`config.mk`:
```
export PLATFORM = sky130hd
export DESIGN_NAME = mcp_ports
export DESIGN_NICKNAME = d
export VERILOG_FILES = /design/src/rtl/mcp_pkg.sv /design/src/rtl/mcp_sync.sv /design/src/rtl/mcp_pin_drv.sv /design/src/rtl/mcp_ports.sv
export SDC_FILE = /design/constraint.sdc
export NUM_CORES = 1
export LEC_CHECK = 0
export ABC_AREA = 1
export BUFFER_PORTS_ARGS = -buffer_cell sky130_fd_sc_hd__clkbuf_2
export CORE_MARGIN = 10
export CORE_UTILIZATION = 45
export CTS_BUF_LIST = sky130_fd_sc_hd__clkbuf_2
export CTS_CLUSTER_DIAMETER = 100
export DETAILED_ROUTE_END_ITERATION = 16
export GPL_TIMING_DRIVEN = 0
export PLACE_DENSITY = 0.76
export SLEW_MARGIN = 10
export SYNTH_ARGS = -nofsm -noshare
export SYNTH_HDL_FRONTEND = slang
export SYNTH_SLANG_ARGS = --single-unit
```
`constraint.sdc`:
```
create_clock -name sys_clk -period 1.1 [get_ports sys_clk]
set_input_delay 0.055 -clock sys_clk [delete_from_list [all_inputs] [get_ports sys_clk]]
set_output_delay 0.055 -clock sys_clk [all_outputs]
set_load 0.05 [all_outputs]
```
`src/rtl/mcp_pkg.sv`:
```
// Purpose: Shared constants for the memory-control, chip-select and serial pin ports
// Assumes: 8-bit register port with byte offsets as below
// Notes:   Function, direction and open-drain registers are write-only
package mcp_pkg;

    ////////////////////////////////////////////////////////////////////////////
    // Register port
    localparam int        ADDR_W      = 8;
    localparam int        DATA_W      = 8;
    localparam logic [7:0] BC_DATA_OFS = 8'h1c;
    localparam logic [7:0] BC_DIR_OFS  = 8'h1e;
    localparam logic [7:0] BC_FUNC_OFS = 8'h1f;
    localparam logic [7:0] CS_DATA_OFS = 8'h20;
    localparam logic [7:0] CS_FUNC_OFS = 8'h23;
    localparam logic [7:0] SP_DATA_OFS = 8'h24;
    localparam logic [7:0] SP_ODE_OFS  = 8'h25;
    localparam logic [7:0] SP_DIR_OFS  = 8'h26;
    localparam logic [7:0] SP_FUNC_OFS = 8'h27;

    ////////////////////////////////////////////////////////////////////////////
    // Port widths
    localparam int BC_W   = 7;
    localparam int BC_O_W = 6;
    localparam int CS_W   = 4;
    localparam int SP_W   = 3;

    ////////////////////////////////////////////////////////////////////////////
    // Bus-control function bit positions
    localparam int BC_RD_BIT   = 0;
    localparam int BC_WLL_BIT  = 1;
    localparam int BC_WLU_BIT  = 2;
    localparam int BC_RSVD_BIT = 3;
    localparam int BC_CLK_BIT  = 4;
    localparam int BC_RW_BIT   = 5;
    localparam int BC_WAIT_BIT = 6;

    // Serial function / open-drain bit positions
    localparam int SP_SCK_BIT = 0;
    localparam int SP_SDA_BIT = 1;
    localparam int SP_SCL_BIT = 2;

    ////////////////////////////////////////////////////////////////////////////
    // Reset values
    localparam logic [6:0] BC_LATCH_RST = 7'h3f;
    localparam logic [6:0] BC_FUNC_RST  = 7'h01;
    localparam logic [6:0] BC_OUT_ONLY  = 7'h3f;
    localparam logic [3:0] CS_LATCH_RST = 4'hb;
    localparam logic [3:0] CS_FUNC_RST  = 4'h0;
    localparam logic [2:0] SP_LATCH_RST = 3'h7;
    localparam logic [2:0] SP_DIR_RST   = 3'h0;
    localparam logic [2:0] SP_FUNC_RST  = 3'h0;
    localparam logic [2:0] SP_ODE_MASK  = 3'h6;

    ////////////////////////////////////////////////////////////////////////////
    // Boot strap decode
    localparam logic [1:0] BOOT_MODE_A = 2'h1;
    localparam logic [1:0] BOOT_MODE_B = 2'h2;
    localparam logic [1:0] STRAP_WAIT  = 2'h2;

endpackage

```
`src/rtl/mcp_sync.sv`:
```
// Purpose: Two-flop synchroniser for pin levels
// Assumes: Inputs are levels, not pulses
// Notes:   First stage feeds only the second stage
`timescale 1ns/1ps
module mcp_sync #(
    parameter int W = 1
) (
    // Clock and reset
    input  wire logic         sys_clk,
    input  wire logic         rst_n,
    // Data
    input  wire logic [W-1:0] d,
    output logic      [W-1:0] q
);

    typedef struct packed {
        logic [W-1:0] meta;
        logic [W-1:0] sync;
    } mcp_sync_s;

    mcp_sync_s st_r;
    mcp_sync_s st_nxt;

    always_comb begin
        st_nxt      = st_r;
        st_nxt.meta = d;
        st_nxt.sync = st_r.meta;
    end

    always_ff @(posedge sys_clk or negedge rst_n) begin
        if (!rst_n) begin
            st_r <= '0;
        end else begin
            st_r <= st_nxt;
        end
    end

    assign q = st_r.sync;

endmodule

```
`src/rtl/mcp_pin_drv.sv`:
```
// Purpose: Per-pin output select, enable and open-drain shaping
// Assumes: Purely combinational; caller registers the results
// Notes:   Open-drain pins drive zero only and float for one
`timescale 1ns/1ps
module mcp_pin_drv #(
    parameter int N = 1
) (
    // Pin configuration
    input  wire logic [N-1:0] latch,
    input  wire logic [N-1:0] func_sel,
    input  wire logic [N-1:0] func_val,
    input  wire logic [N-1:0] dir,
    input  wire logic [N-1:0] ode,
    // Pin drive
    output logic      [N-1:0] pin_val,
    output logic      [N-1:0] pin_oe
);

    genvar i;
    generate
        for (i = 0; i < N; i++) begin : g_pin
            logic level;
            assign level      = func_sel[i] ? func_val[i] : latch[i];
            // Open drain never drives high, so a wired bus is safe
            assign pin_val[i] = ode[i] ? 1'b0 : level;
            assign pin_oe[i]  = ode[i] ? (dir[i] & ~level) : dir[i];
        end
    endgenerate

endmodule

```
`src/rtl/mcp_ports.sv`:
```
// Purpose: Bus-control, chip-select and serial pin ports with function select
// Assumes: Single clock; pins and boot straps are asynchronous and synchronised here
// Notes:   Pin outputs are registered, so they lag their sources by one cycle
//
// Summary of operation
// - Seven-pin bus-control port: pins 0-5 output only, pin 6 bidirectional.
// - After reset pins 1-5 are port outputs, pin 6 a port input.
// - Pin 0 becomes read strobe when boot straps read 01 or 10.
// - Bus-control data bits 0-5 reset to 1; bit 6 latch resets 0.
// - Direction bit 6 sets pin 6 direction; write-only, resets to 0.
// - Function bits 0,1,2,5 select strobes and direction; bit 3 never set.
// - Function bit 4 puts the internal clock on pin 4.
// - Function bit 6 makes pin 6 the wait input; function resets to 01.
// - Four-bit chip-select output port; latch resets to 1011.
// - Chip-select function bit n drives active-low select n on pin n.
// - Chip-select function bits reset to 0, pins are port outputs.
// - Three-bit serial port with per-pin direction register.
// - Serial direction and function reset 0; latches reset to 1.
// - Serial function bits pick clock out, data out/SDA, and SCL roles.
//
// Decided for this implementation: the address-and-strobe port.
`timescale 1ns/1ps
module mcp_ports (
    // Clock and reset
    input  wire logic                       sys_clk,
    input  wire logic                       rst_n,
    // Register port
    input  wire logic [mcp_pkg::ADDR_W-1:0] reg_addr,
    input  wire logic [mcp_pkg::DATA_W-1:0] reg_wdata,
    input  wire logic                       reg_wr,
    input  wire logic                       reg_rd,
    output logic      [mcp_pkg::DATA_W-1:0] reg_rdata,
    // Boot straps
    input  wire logic                       boot_mode_pin_high,
    input  wire logic                       boot_mode_pin_low,
    // Internal bus-control sources and wait request output
    input  wire logic                       mem_rd_n,
    input  wire logic                       write_strobe_low_low_n,
    input  wire logic                       write_strobe_low_upper_n,
    input  wire logic                       mem_rw,
    input  wire logic                       internal_clock,
    output logic                            wait_req_n,
    // Bus-control pins
    output logic      [mcp_pkg::BC_O_W-1:0] busctl_pin_out,
    input  wire logic                       busctl_pin6_in,
    output logic                            busctl_pin6_out,
    output logic                            busctl_pin6_oe,
    // Chip selects
    input  wire logic [mcp_pkg::CS_W-1:0]   chip_select_n,
    output logic      [mcp_pkg::CS_W-1:0]   chipsel_pin_out,
    // Serial unit sources
    input  wire logic                       ser_sck_out,
    input  wire logic                       ser_sdo_sda_out,
    input  wire logic                       ser_scl_out,
    // Serial unit sinks
    output logic                            ser_sck_in,
    output logic                            ser_sda_in,
    output logic                            ser_si_in,
    output logic                            ser_scl_in,
    // Serial pins
    input  wire logic [mcp_pkg::SP_W-1:0]   ser_pin_in,
    output logic      [mcp_pkg::SP_W-1:0]   ser_pin_out,
    output logic      [mcp_pkg::SP_W-1:0]   ser_pin_oe
);

    ////////////////////////////////////////////////////////////////////////////
    // State

    typedef struct packed {
        logic [mcp_pkg::BC_W-1:0]   bc_latch;
        logic [mcp_pkg::BC_W-1:0]   bc_func;
        logic                       bc_dir6;
        logic [mcp_pkg::CS_W-1:0]   cs_latch;
        logic [mcp_pkg::CS_W-1:0]   cs_func;
        logic [mcp_pkg::SP_W-1:0]   sp_latch;
        logic [mcp_pkg::SP_W-1:0]   sp_dir;
        logic [mcp_pkg::SP_W-1:0]   sp_func;
        logic [mcp_pkg::SP_W-1:0]   sp_ode;
        logic [1:0]                 strap_cnt;
        logic                       strap_done;
        logic [mcp_pkg::DATA_W-1:0] rdata;
        logic [mcp_pkg::BC_O_W-1:0] bc_out;
        logic                       bc6_out;
        logic                       bc6_oe;
        logic [mcp_pkg::CS_W-1:0]   cs_out;
        logic [mcp_pkg::SP_W-1:0]   sp_out;
        logic [mcp_pkg::SP_W-1:0]   sp_oe;
        logic                       wait_n;
        logic                       sck_in;
        logic                       sda_in;
        logic                       si_in;
        logic                       scl_in;
    } mcp_ports_s;

    mcp_ports_s st_r;
    mcp_ports_s st_nxt;

    ////////////////////////////////////////////////////////////////////////////
    // Pin input synchronisers

    logic                     bc6_sync;
    logic [mcp_pkg::SP_W-1:0] sp_sync;
    logic [1:0]               boot_sync;

    mcp_sync #(
        .W (1 + mcp_pkg::SP_W + 2)
    ) u_sync (
        .sys_clk (sys_clk),
        .rst_n   (rst_n),
        .d       ({busctl_pin6_in, ser_pin_in, boot_mode_pin_high, boot_mode_pin_low}),
        .q       ({bc6_sync, sp_sync, boot_sync})
    );

    ////////////////////////////////////////////////////////////////////////////
    // Output select

    logic [mcp_pkg::BC_W-1:0] bc_fsel;
    logic [mcp_pkg::BC_W-1:0] bc_fval;
    logic [mcp_pkg::BC_W-1:0] bc_dir;
    logic [mcp_pkg::BC_W-1:0] bc_val;
    logic [mcp_pkg::BC_W-1:0] bc_oe;
    logic [mcp_pkg::CS_W-1:0] cs_val;
    logic [mcp_pkg::SP_W-1:0] sp_fval;
    logic [mcp_pkg::SP_W-1:0] sp_dir_eff;
    logic [mcp_pkg::SP_W-1:0] sp_val;
    logic [mcp_pkg::SP_W-1:0] sp_oe_c;

    always_comb begin
        // Reserved function bit is ignored, so the pin stays a port output
        bc_fsel                       = st_r.bc_func;
        bc_fsel[mcp_pkg::BC_RSVD_BIT] = 1'b0;
        bc_fsel[mcp_pkg::BC_WAIT_BIT] = 1'b0;
        bc_fval                       = '0;
        bc_fval[mcp_pkg::BC_RD_BIT]   = mem_rd_n;
        bc_fval[mcp_pkg::BC_WLL_BIT]  = write_strobe_low_low_n;
        bc_fval[mcp_pkg::BC_WLU_BIT]  = write_strobe_low_upper_n;
        bc_fval[mcp_pkg::BC_CLK_BIT]  = internal_clock;
        bc_fval[mcp_pkg::BC_RW_BIT]   = mem_rw;
        // Pins 0-5 always drive; pin 6 drives only as a port output
        bc_dir                        = mcp_pkg::BC_OUT_ONLY;
        bc_dir[mcp_pkg::BC_WAIT_BIT]  = st_r.bc_dir6 & ~st_r.bc_func[mcp_pkg::BC_WAIT_BIT];
    end

    always_comb begin
        sp_fval                         = '0;
        sp_fval[mcp_pkg::SP_SCK_BIT]    = ser_sck_out;
        sp_fval[mcp_pkg::SP_SDA_BIT]    = ser_sdo_sda_out;
        sp_fval[mcp_pkg::SP_SCL_BIT]    = ser_scl_out;
        // Clock-out role drives the pin even with direction at input
        sp_dir_eff                      = st_r.sp_dir;
        sp_dir_eff[mcp_pkg::SP_SCK_BIT] = st_r.sp_dir[mcp_pkg::SP_SCK_BIT] |
                                          st_r.sp_func[mcp_pkg::SP_SCK_BIT];
    end

    mcp_pin_drv #(
        .N (mcp_pkg::BC_W)
    ) u_bc_drv (
        .latch    (st_r.bc_latch),
        .func_sel (bc_fsel),
        .func_val (bc_fval),
        .dir      (bc_dir),
        .ode      ({mcp_pkg::BC_W{1'b0}}),
        .pin_val  (bc_val),
        .pin_oe   (bc_oe)
    );

    mcp_pin_drv #(
        .N (mcp_pkg::CS_W)
    ) u_cs_drv (
        .latch    (st_r.cs_latch),
        .func_sel (st_r.cs_func),
        .func_val (chip_select_n),
        .dir      ({mcp_pkg::CS_W{1'b1}}),
        .ode      ({mcp_pkg::CS_W{1'b0}}),
        .pin_val  (cs_val),
        .pin_oe   ()
    );

    mcp_pin_drv #(
        .N (mcp_pkg::SP_W)
    ) u_sp_drv (
        .latch    (st_r.sp_latch),
        .func_sel (st_r.sp_func),
        .func_val (sp_fval),
        .dir      (sp_dir_eff),
        .ode      (st_r.sp_ode),
        .pin_val  (sp_val),
        .pin_oe   (sp_oe_c)
    );

    ////////////////////////////////////////////////////////////////////////////
    // Read data

    logic [mcp_pkg::DATA_W-1:0] rd_word;

    always_comb begin
        rd_word = '0;
        unique case (reg_addr)
            mcp_pkg::BC_DATA_OFS: begin
                rd_word[mcp_pkg::BC_W-1:0]   = st_r.bc_latch;
                // Pin 6 reads its latch when direction bit 6 is set, else the pad, even in wait role
                rd_word[mcp_pkg::BC_WAIT_BIT] = st_r.bc_dir6 ?
                    st_r.bc_latch[mcp_pkg::BC_WAIT_BIT] : bc6_sync;
            end
            mcp_pkg::CS_DATA_OFS: begin
                rd_word[mcp_pkg::CS_W-1:0] = st_r.cs_latch;
            end
            mcp_pkg::SP_DATA_OFS: begin
                rd_word[mcp_pkg::SP_W-1:0] = (st_r.sp_dir & st_r.sp_latch) |
                                             (~st_r.sp_dir & sp_sync);
            end
            // Write-only and unmapped offsets read zero
            default: begin
                rd_word = '0;
            end
        endcase
    end

    ////////////////////////////////////////////////////////////////////////////
    // Next state

    always_comb begin
        st_nxt = st_r;

        // Boot strap sampled once, after the synchroniser has filled
        if (!st_r.strap_done) begin
            if (st_r.strap_cnt == mcp_pkg::STRAP_WAIT) begin
                st_nxt.strap_done                    = 1'b1;
                st_nxt.bc_func[mcp_pkg::BC_RD_BIT]   = (boot_sync == mcp_pkg::BOOT_MODE_A) ||
                                                       (boot_sync == mcp_pkg::BOOT_MODE_B);
            end else begin
                st_nxt.strap_cnt = st_r.strap_cnt + 2'h1;
            end
        end

        // Register writes; a write in the strap cycle wins
        if (reg_wr) begin
            unique case (reg_addr)
                mcp_pkg::BC_DATA_OFS: begin
                    st_nxt.bc_latch = reg_wdata[mcp_pkg::BC_W-1:0];
                end
                mcp_pkg::BC_DIR_OFS: begin
                    st_nxt.bc_dir6 = reg_wdata[mcp_pkg::BC_WAIT_BIT];
                end
                mcp_pkg::BC_FUNC_OFS: begin
                    st_nxt.bc_func = reg_wdata[mcp_pkg::BC_W-1:0];
                end
                mcp_pkg::CS_DATA_OFS: begin
                    st_nxt.cs_latch = reg_wdata[mcp_pkg::CS_W-1:0];
                end
                mcp_pkg::CS_FUNC_OFS: begin
                    st_nxt.cs_func = reg_wdata[mcp_pkg::CS_W-1:0];
                end
                mcp_pkg::SP_DATA_OFS: begin
                    st_nxt.sp_latch = reg_wdata[mcp_pkg::SP_W-1:0];
                end
                mcp_pkg::SP_ODE_OFS: begin
                    // Only pins 1 and 2 have an open-drain option
                    st_nxt.sp_ode = reg_wdata[mcp_pkg::SP_W-1:0] & mcp_pkg::SP_ODE_MASK;
                end
                mcp_pkg::SP_DIR_OFS: begin
                    st_nxt.sp_dir = reg_wdata[mcp_pkg::SP_W-1:0];
                end
                mcp_pkg::SP_FUNC_OFS: begin
                    st_nxt.sp_func = reg_wdata[mcp_pkg::SP_W-1:0];
                end
                default: begin
                    st_nxt.strap_done = st_nxt.strap_done;
                end
            endcase
        end

        // Read data stands in the cycle after the strobe only
        st_nxt.rdata = reg_rd ? rd_word : '0;

        // Registered pin drive
        st_nxt.bc_out  = bc_val[mcp_pkg::BC_O_W-1:0];
        st_nxt.bc6_out = bc_val[mcp_pkg::BC_WAIT_BIT];
        st_nxt.bc6_oe  = bc_oe[mcp_pkg::BC_WAIT_BIT];
        st_nxt.cs_out  = cs_val;
        st_nxt.sp_out  = sp_val;
        st_nxt.sp_oe   = sp_oe_c;

        // Wait request is inactive high unless pin 6 is in wait role
        st_nxt.wait_n = st_r.bc_func[mcp_pkg::BC_WAIT_BIT] ? bc6_sync : 1'b1;

        // Serial inputs always see the pads; the unit ignores them in output roles
        st_nxt.sck_in = sp_sync[mcp_pkg::SP_SCK_BIT];
        st_nxt.sda_in = sp_sync[mcp_pkg::SP_SDA_BIT];
        st_nxt.si_in  = sp_sync[mcp_pkg::SP_SCL_BIT];
        st_nxt.scl_in = sp_sync[mcp_pkg::SP_SCL_BIT];
    end

    ////////////////////////////////////////////////////////////////////////////
    // Registers

    always_ff @(posedge sys_clk or negedge rst_n) begin
        if (!rst_n) begin
            st_r            <= '0;
            st_r.bc_latch   <= mcp_pkg::BC_LATCH_RST;
            st_r.bc_func    <= mcp_pkg::BC_FUNC_RST;
            st_r.bc_dir6    <= 1'b0;
            st_r.cs_latch   <= mcp_pkg::CS_LATCH_RST;
            st_r.cs_func    <= mcp_pkg::CS_FUNC_RST;
            st_r.sp_latch   <= mcp_pkg::SP_LATCH_RST;
            st_r.sp_dir     <= mcp_pkg::SP_DIR_RST;
            st_r.sp_func    <= mcp_pkg::SP_FUNC_RST;
            st_r.bc_out     <= mcp_pkg::BC_LATCH_RST[mcp_pkg::BC_O_W-1:0];
            st_r.cs_out     <= mcp_pkg::CS_LATCH_RST;
            st_r.sp_out     <= mcp_pkg::SP_LATCH_RST;
            st_r.wait_n     <= 1'b1;
        end else begin
            st_r <= st_nxt;
        end
    end

    ////////////////////////////////////////////////////////////////////////////
    // Outputs

    assign reg_rdata       = st_r.rdata;
    assign wait_req_n      = st_r.wait_n;
    assign busctl_pin_out  = st_r.bc_out;
    assign busctl_pin6_out = st_r.bc6_out;
    assign busctl_pin6_oe  = st_r.bc6_oe;
    assign chipsel_pin_out = st_r.cs_out;
    assign ser_pin_out     = st_r.sp_out;
    assign ser_pin_oe      = st_r.sp_oe;
    assign ser_sck_in      = st_r.sck_in;
    assign ser_sda_in      = st_r.sda_in;
    assign ser_si_in       = st_r.si_in;
    assign ser_scl_in      = st_r.scl_in;

endmodule

```
# --- After elaboration in Yosys (flattened, before gate mapping) ---
# Cells that the tools add are included.
op_classes:
  n_eq_ne: 12
  bitwise_logic: 13
  addsub: 1
  reduce_logical: 11
  n_mux: 35
op_table:
  columns: ["cell", "count"]
  rows:
  - ["$eq 8x6->1 const B", 6]
  - ["$eq 8x5->1 const B", 3]
  - ["$mux 1", 24]
  - ["$mux 22", 1]
  - ["$reduce_and 2->1", 10]
  - ["$mux 3", 5]
  - ["$pmux 3 s3", 1]
  - ["$mux 4", 2]
  - ["$mux 7", 1]
  - ["$and 3x3->3", 2]
  - ["$not 1->1", 5]
  - ["$eq 2x2->1 const B", 2]
  - ["$and 1x1->1", 3]
  - ["$not 3->3", 1]
  - ["$or 3x3->3", 1]
  - ["$add 2x1->2 const B", 1]
  - ["$eq 2x1->1 const B", 1]
  - ["$pmux 1 s2", 1]
  - ["$logic_or 1x1->1", 1]
  - ["$or 1x1->1", 1]
totals:
  reg_bits: 78
  inputBits: 38

# --- Depth between registers and ports, before layout ---
depth:
  word_depth: 6
  ltp_mapped: 8
  ltp_nobuf: 8

# --- By module ---
# From an unflattened synthesis, not the netlist that was laid out.
hier_totals:
  hier_cells: 389
  hier_area_um2: 3584.7
by_module_without_submodules:
  columns: ["module", "cells_per_inst", "area_each_um2", "n_inst"]
  rows:
  - ["mcp_ports", 279, 2758.9, 1]
  - ["mcp_sync", 12, 300.3, 1]
  - ["mcp_pin_drv (u_bc_drv)", 49, 262.8, 1]
  - ["mcp_pin_drv (u_cs_drv)", 28, 150.1, 1]
  - ["mcp_pin_drv (u_sp_drv)", 21, 112.6, 1]

# --- Worst setup path before layout ---
# OpenSTA, ideal clock, no wires.
synth_path:
  path_type: "flip-flop to flip-flop"
  start: "reg st_r[32] (netlist name)"
  end: "reg st_r[33] (netlist name)"
  period_less_slack_ns: 1.006
  setup_slack_ns: 0.094
  arrival_time_ns: 0.880
  path_stages_with_launch: 7
  t_required_ns: 0.974
  path_cell_list: "dfrtp_1 > inv_1 > ha_1 > nor2_1 > inv_1 > nand2_1 > o21ai_0"
synth_between:
  elab_chain_cells: 3
synth_rtl:
  columns: ["element", "line", "source"]
  rows:
  - ["start, declared", "mcp_ports.sv:95", "mcp_ports_s st_r;"]
  - ["start signal, assigned", "mcp_ports.sv:313", "st_r <= st_nxt;"]
  - ["$eq 2x2->1", "mcp_ports.sv:227", "if (st_r.strap_cnt == mcp_pkg::STRAP_WAIT) begin"]
  - ["$not 1->1 (no source line)", null, null]
  - ["$reduce_and 2->1 (no source line)", null, null]
# Several ways; a longest one is shown, not always the timed one.
# A chain may end at the register's enable or synchronous reset.

# --- Worst setup path after layout ---
layout_path:
  start: "reg st_r (netlist bit ser_pin_out[1])"
  end: "out ser_pin_out[1] (netlist name)"
layout_rtl:
  columns: ["element", "line", "source"]
  rows:
  - ["end, declared", "mcp_ports.sv:62", "output logic [mcp_pkg::SP_W-1:0] ser_pin_out,"]
# No word-level cell between the ends.

==> metrics.json <==
{
  "ant_nets": {"value": 0},
  "power_leakage": {"value": 2.23, "unit": "nW"},
  "seq_area_frac_synth": {"value": 63.3, "unit": "%"},
  "vdd.ir_drop.worst": {"value": 1.04, "unit": "mV"},
  "chipHeight": {"value": 103, "unit": "µm"},
  "numClockSinks": {"value": 77},
  "grt_util_all_layers": {"value": 14.6, "unit": "%"},
  "clkSlewWorstSetupHoldPaths": {"value": 0.21, "unit": "ns"},
  "die-width": {"value": 103, "unit": "µm"},
  "worst_slew_margin_rel": {"value": 64.4, "unit": "%"},
  "initial_core_utilization": {"value": 45.8, "unit": "%"},
  "maximum_clock_frequency": {"value": 0.752, "unit": "GHz"},
  "place_inst": {"value": 462},
  "tightestPinTransition": {"value": 0.535, "unit": "ns"},
  "grt_pass1_vias": {"value": 2432},
  "floorplan.io_pins": {"value": 69},
  "startpoint_type": {"value": "register"},
  "clock_path_buffers": {"value": 2},
  "hold_path_class": {"value": "input port to register"},
  "timing.critical_path.required": {"value": 1.04, "unit": "ns"},
  "critical_path.slowest_cell": {"value": "sky130_fd_sc_hd__dfstp_2"},
  "postSynthAreaPerCell": {"value": 9.83, "unit": "µm²"},
  "wl": {"value": 7540, "unit": "µm"},
  "syn_area": {"value": 3100, "unit": "µm²"},
  "power_per_cell_area": {"value": 1250, "unit": "nW/µm²"},
  "layout_commonest_cell": {"value": "sky130_fd_sc_hd__nand2_1"},
  "instances_no_fill": {"value": 496},
  "grt_start_max_net_pins": {"value": 40},
  "placeableCoreArea": {"value": 6760, "unit": "µm²"},
  "port_buffers": {"value": 66},
  "worst_hold_slack": {"value": 0.00198, "unit": "ns"},
  "synthDistinctLibCells": {"value": 21},
  "share_of_layout_cells_above_drive_strength_1": {"value": 34.4, "unit": "%"},
  "hpwl": {"value": 5060, "unit": "µm"},
  "maxCapViolCount": {"value": 0},
  "synth_area_leaders": {"value": "sky130_fd_sc_hd__dfrtp_1 (41%), sky130_fd_sc_hd__dfstp_2 (22%), sky130_fd_sc_hd__nand2_1 (9.8%), sky130_fd_sc_hd__o21ai_0 (7.3%), sky130_fd_sc_hd__buf_4 (6.3%)"},
  "final_setup_skew": {"value": 0.0352, "unit": "ns"},
  "die-area": {"value": 10600, "unit": "µm²"},
  "number_of_warnings_printed_during_yosys_synthesis": {"value": 0},
  "mappedNetlistNets": {"value": 354},
  "grt_antenna_before_repair": {"value": 0},
  "grt_pass1_wl": {"value": 11800, "unit": "µm"},
  "hold_violations": {"value": 0},
  "fin_util": {"value": 66.6, "unit": "%"},
  "synth_top_area_cell": {"value": "sky130_fd_sc_hd__dfrtp_1"},
  "synthCells": {"value": 315},
  "timing.final.crit_share": {"value": 121, "unit": "%"},
  "setup-violations-final": {"value": 30},
  "num_antenna_cells": {"value": 0},
  "setup.worst_path.end_class": {"value": "output port"},
  "overflow_left_after_global_routing": {"value": 0},
  "finish.net_count": {"value": 450},
  "total_of_flip_flops_plus_latches_after_synthesis": {"value": 77},
  "synth_top_area_share": {"value": 41.2, "unit": "%"},
  "report.final.slew_viol_count": {"value": 0},
  "detailedRoute.firstPassIterationCount": {"value": 4},
  "route.detailed.wl_per_inst": {"value": 15.2, "unit": "µm"},
  "detail_route.iter0.violations": {"value": 184},
  "worst_slack": {"value": -0.230, "unit": "ns"},
  "vias": {"value": 2341},
  "cts_root_buffer": {"value": "sky130_fd_sc_hd__clkbuf_2"},
  "finalCriticalPeriod": {"value": 1.33, "unit": "ns"},
  "tritoncts_clock_tree": {"value": "done"},
  "outcome": {"value": "finished with violations"},
  "row_count": {"value": 30},
  "worst_skew_pair.late_latency": {"value": 0.51, "unit": "ns"},
  "drt_drc_violations_left": {"value": 0},
  "critPathBufInv": {"value": 1},
  "gp_congestion": {"value": 0.852},
  "vias_per_cell": {"value": 4.72},
  "crit_path_max_fanout": {"value": 1},
  "most-common-layout-cells": {"value": "sky130_fd_sc_hd__nand2_1 (74), sky130_fd_sc_hd__dfrtp_1 (51), sky130_fd_sc_hd__clkbuf_2 (48)"},
  "violations": {"value": "negative setup slack"},
  "cts.htree.levels": {"value": 3},
  "critical_path_arrival": {"value": 1.27, "unit": "ns"},
  "grt_setup_unrepaired": {"value": "yes"},
  "worst_path_dominant_cell_family": {"value": "flip-flops"},
  "tritoncts.num_buffers": {"value": 9},
  "worst_path_largest_cell_delay": {"value": 0.60, "unit": "ns"},
  "worst-setup-path-type": {"value": "register to output port"},
  "area_delta_synth_final": {"value": 45.3, "unit": "%"},
  "critical_path.cell_chain": {"value": "clkbuf_16"}
}
cells by family (layout without fill, tap and decap cells):
family / after synthesis / count (layout) / share of synthesized area (%)
simple gates: 122 / 122 / 16.1
flops: 77 / 77 / 63.3
buf+inv: 63 / 164 / 10.8
compound gates: 45 / 45 / 7.28
mux: 4 / 4 / 1.37
xor+xnor: 2 / 2 / 0.566
fa+ha+maj: 1 / 1 / 0.404
other cells: 1 / 1 / 0.121
timing repair:
action                                  in CTS  in global routing
setup buffers                                1                  5
pin swaps                                    0                 11
hold buffers                                32                  5
resized for setup                           87                 34
hold endpoints to repair                   126                 10
endpoints found under the setup margin      31                 71
stage by stage:
step           TNS [ns]  instance area (µm²)  total power, mW  worst slack [ns]
6_report          -3.47                 4500             5.63            -0.230
5_1_grt           -5.89                 4500             5.88            -0.289
4_1_cts           -6.23                 4360             5.63            -0.250
3_5_place_dp      -4.57                 3550             3.90            -0.235
3_3_place_gp     -41.43                 3530             3.87            -0.640
2_1_floorplan         0                 3100             3.64            0.0942
layout make-up:
type	count	area [µm²]
Inverter	36	135
Multi-Input combinational cell	175	863
Buffer	4	33.8
Fill cell	521	2260
Sequential cell	77	1960
Tap cell	80	100
Clock buffer	13	65.1
Timing Repair Buffer	108	1300
Clock inverter	3	38.8
where the power goes:
| part | internal (mW) | switching [mW] |
|---|---|---|
| registers | 3.05 | 0.106 |
| logic | 0.490 | 0.519 |
| clock network | 0.555 | 0.915 |
| total | 4.09 | 1.54 |
cells in the mapped netlist:
cell type / n
sky130_fd_sc_hd__o21ai_0: 45
sky130_fd_sc_hd__buf_4: 26
sky130_fd_sc_hd__conb_1: 1
sky130_fd_sc_hd__mux2_2: 2
sky130_fd_sc_hd__nand2_1: 81
sky130_fd_sc_hd__buf_2: 1
sky130_fd_sc_hd__inv_1: 35
sky130_fd_sc_hd__dfstp_2: 26
sky130_fd_sc_hd__nor2_2: 1
sky130_fd_sc_hd__nand2_2: 1
sky130_fd_sc_hd__nor2_4: 1
sky130_fd_sc_hd__mux2i_1: 2
sky130_fd_sc_hd__xnor2_1: 1
sky130_fd_sc_hd__ha_1: 1
sky130_fd_sc_hd__xor2_1: 1
sky130_fd_sc_hd__inv_2: 1
sky130_fd_sc_hd__nor3_1: 1
sky130_fd_sc_hd__nor2_1: 17
sky130_fd_sc_hd__nand4_1: 2
sky130_fd_sc_hd__nand3_1: 18
sky130_fd_sc_hd__dfrtp_1: 51
layer usage:
| metal | up-vias | wire length [µm] | GRT usage [%] |
|---|---|---|---|
| met3 | 14 | 450 | 5.09 |
| li1 | 1161 | - | - |
| met2 | 61 | 3790 | 24.2 |
| met1 | 1105 | 3140 | 17.1 |
| met5 | - | 0 | 0 |
| met4 | 0 | 159 | 5.13 |
sequential cells by signal, indices dropped and copies added (netlist names), 2 cells and up:
name / flops
u_sync.st_nxt: 6
sp_dir_eff: 2
st_r: 29
chipsel_pin_out: 4
bc_fsel: 5
ser_pin_out: 3
ser_pin_oe: 3
busctl_pin_out: 6
u_sync.q: 6
reg_rdata: 7
path summary, 6_finish.rpt:
path | start | endpoint | slack, ns | cells past startpoint
min in group asynchronous | rst_n | u_sync.st_nxt[2] | 0.05 | 2
min | reg_addr[5] | reg_rdata[3] | 0.002 | 5
max | ser_pin_out[1] | ser_pin_out[1] | -0.23 | 1
max in group asynchronous | rst_n | chipsel_pin_out[3] | 0.37 | 3
min reg2reg | u_sync.st_nxt[1] | u_sync.q[1] | 0.34 | 0
max reg2reg | st_r[43] | reg_rdata[0] | 0.01 | 6
Note: power is estimated with default switching activity, not from simulation.
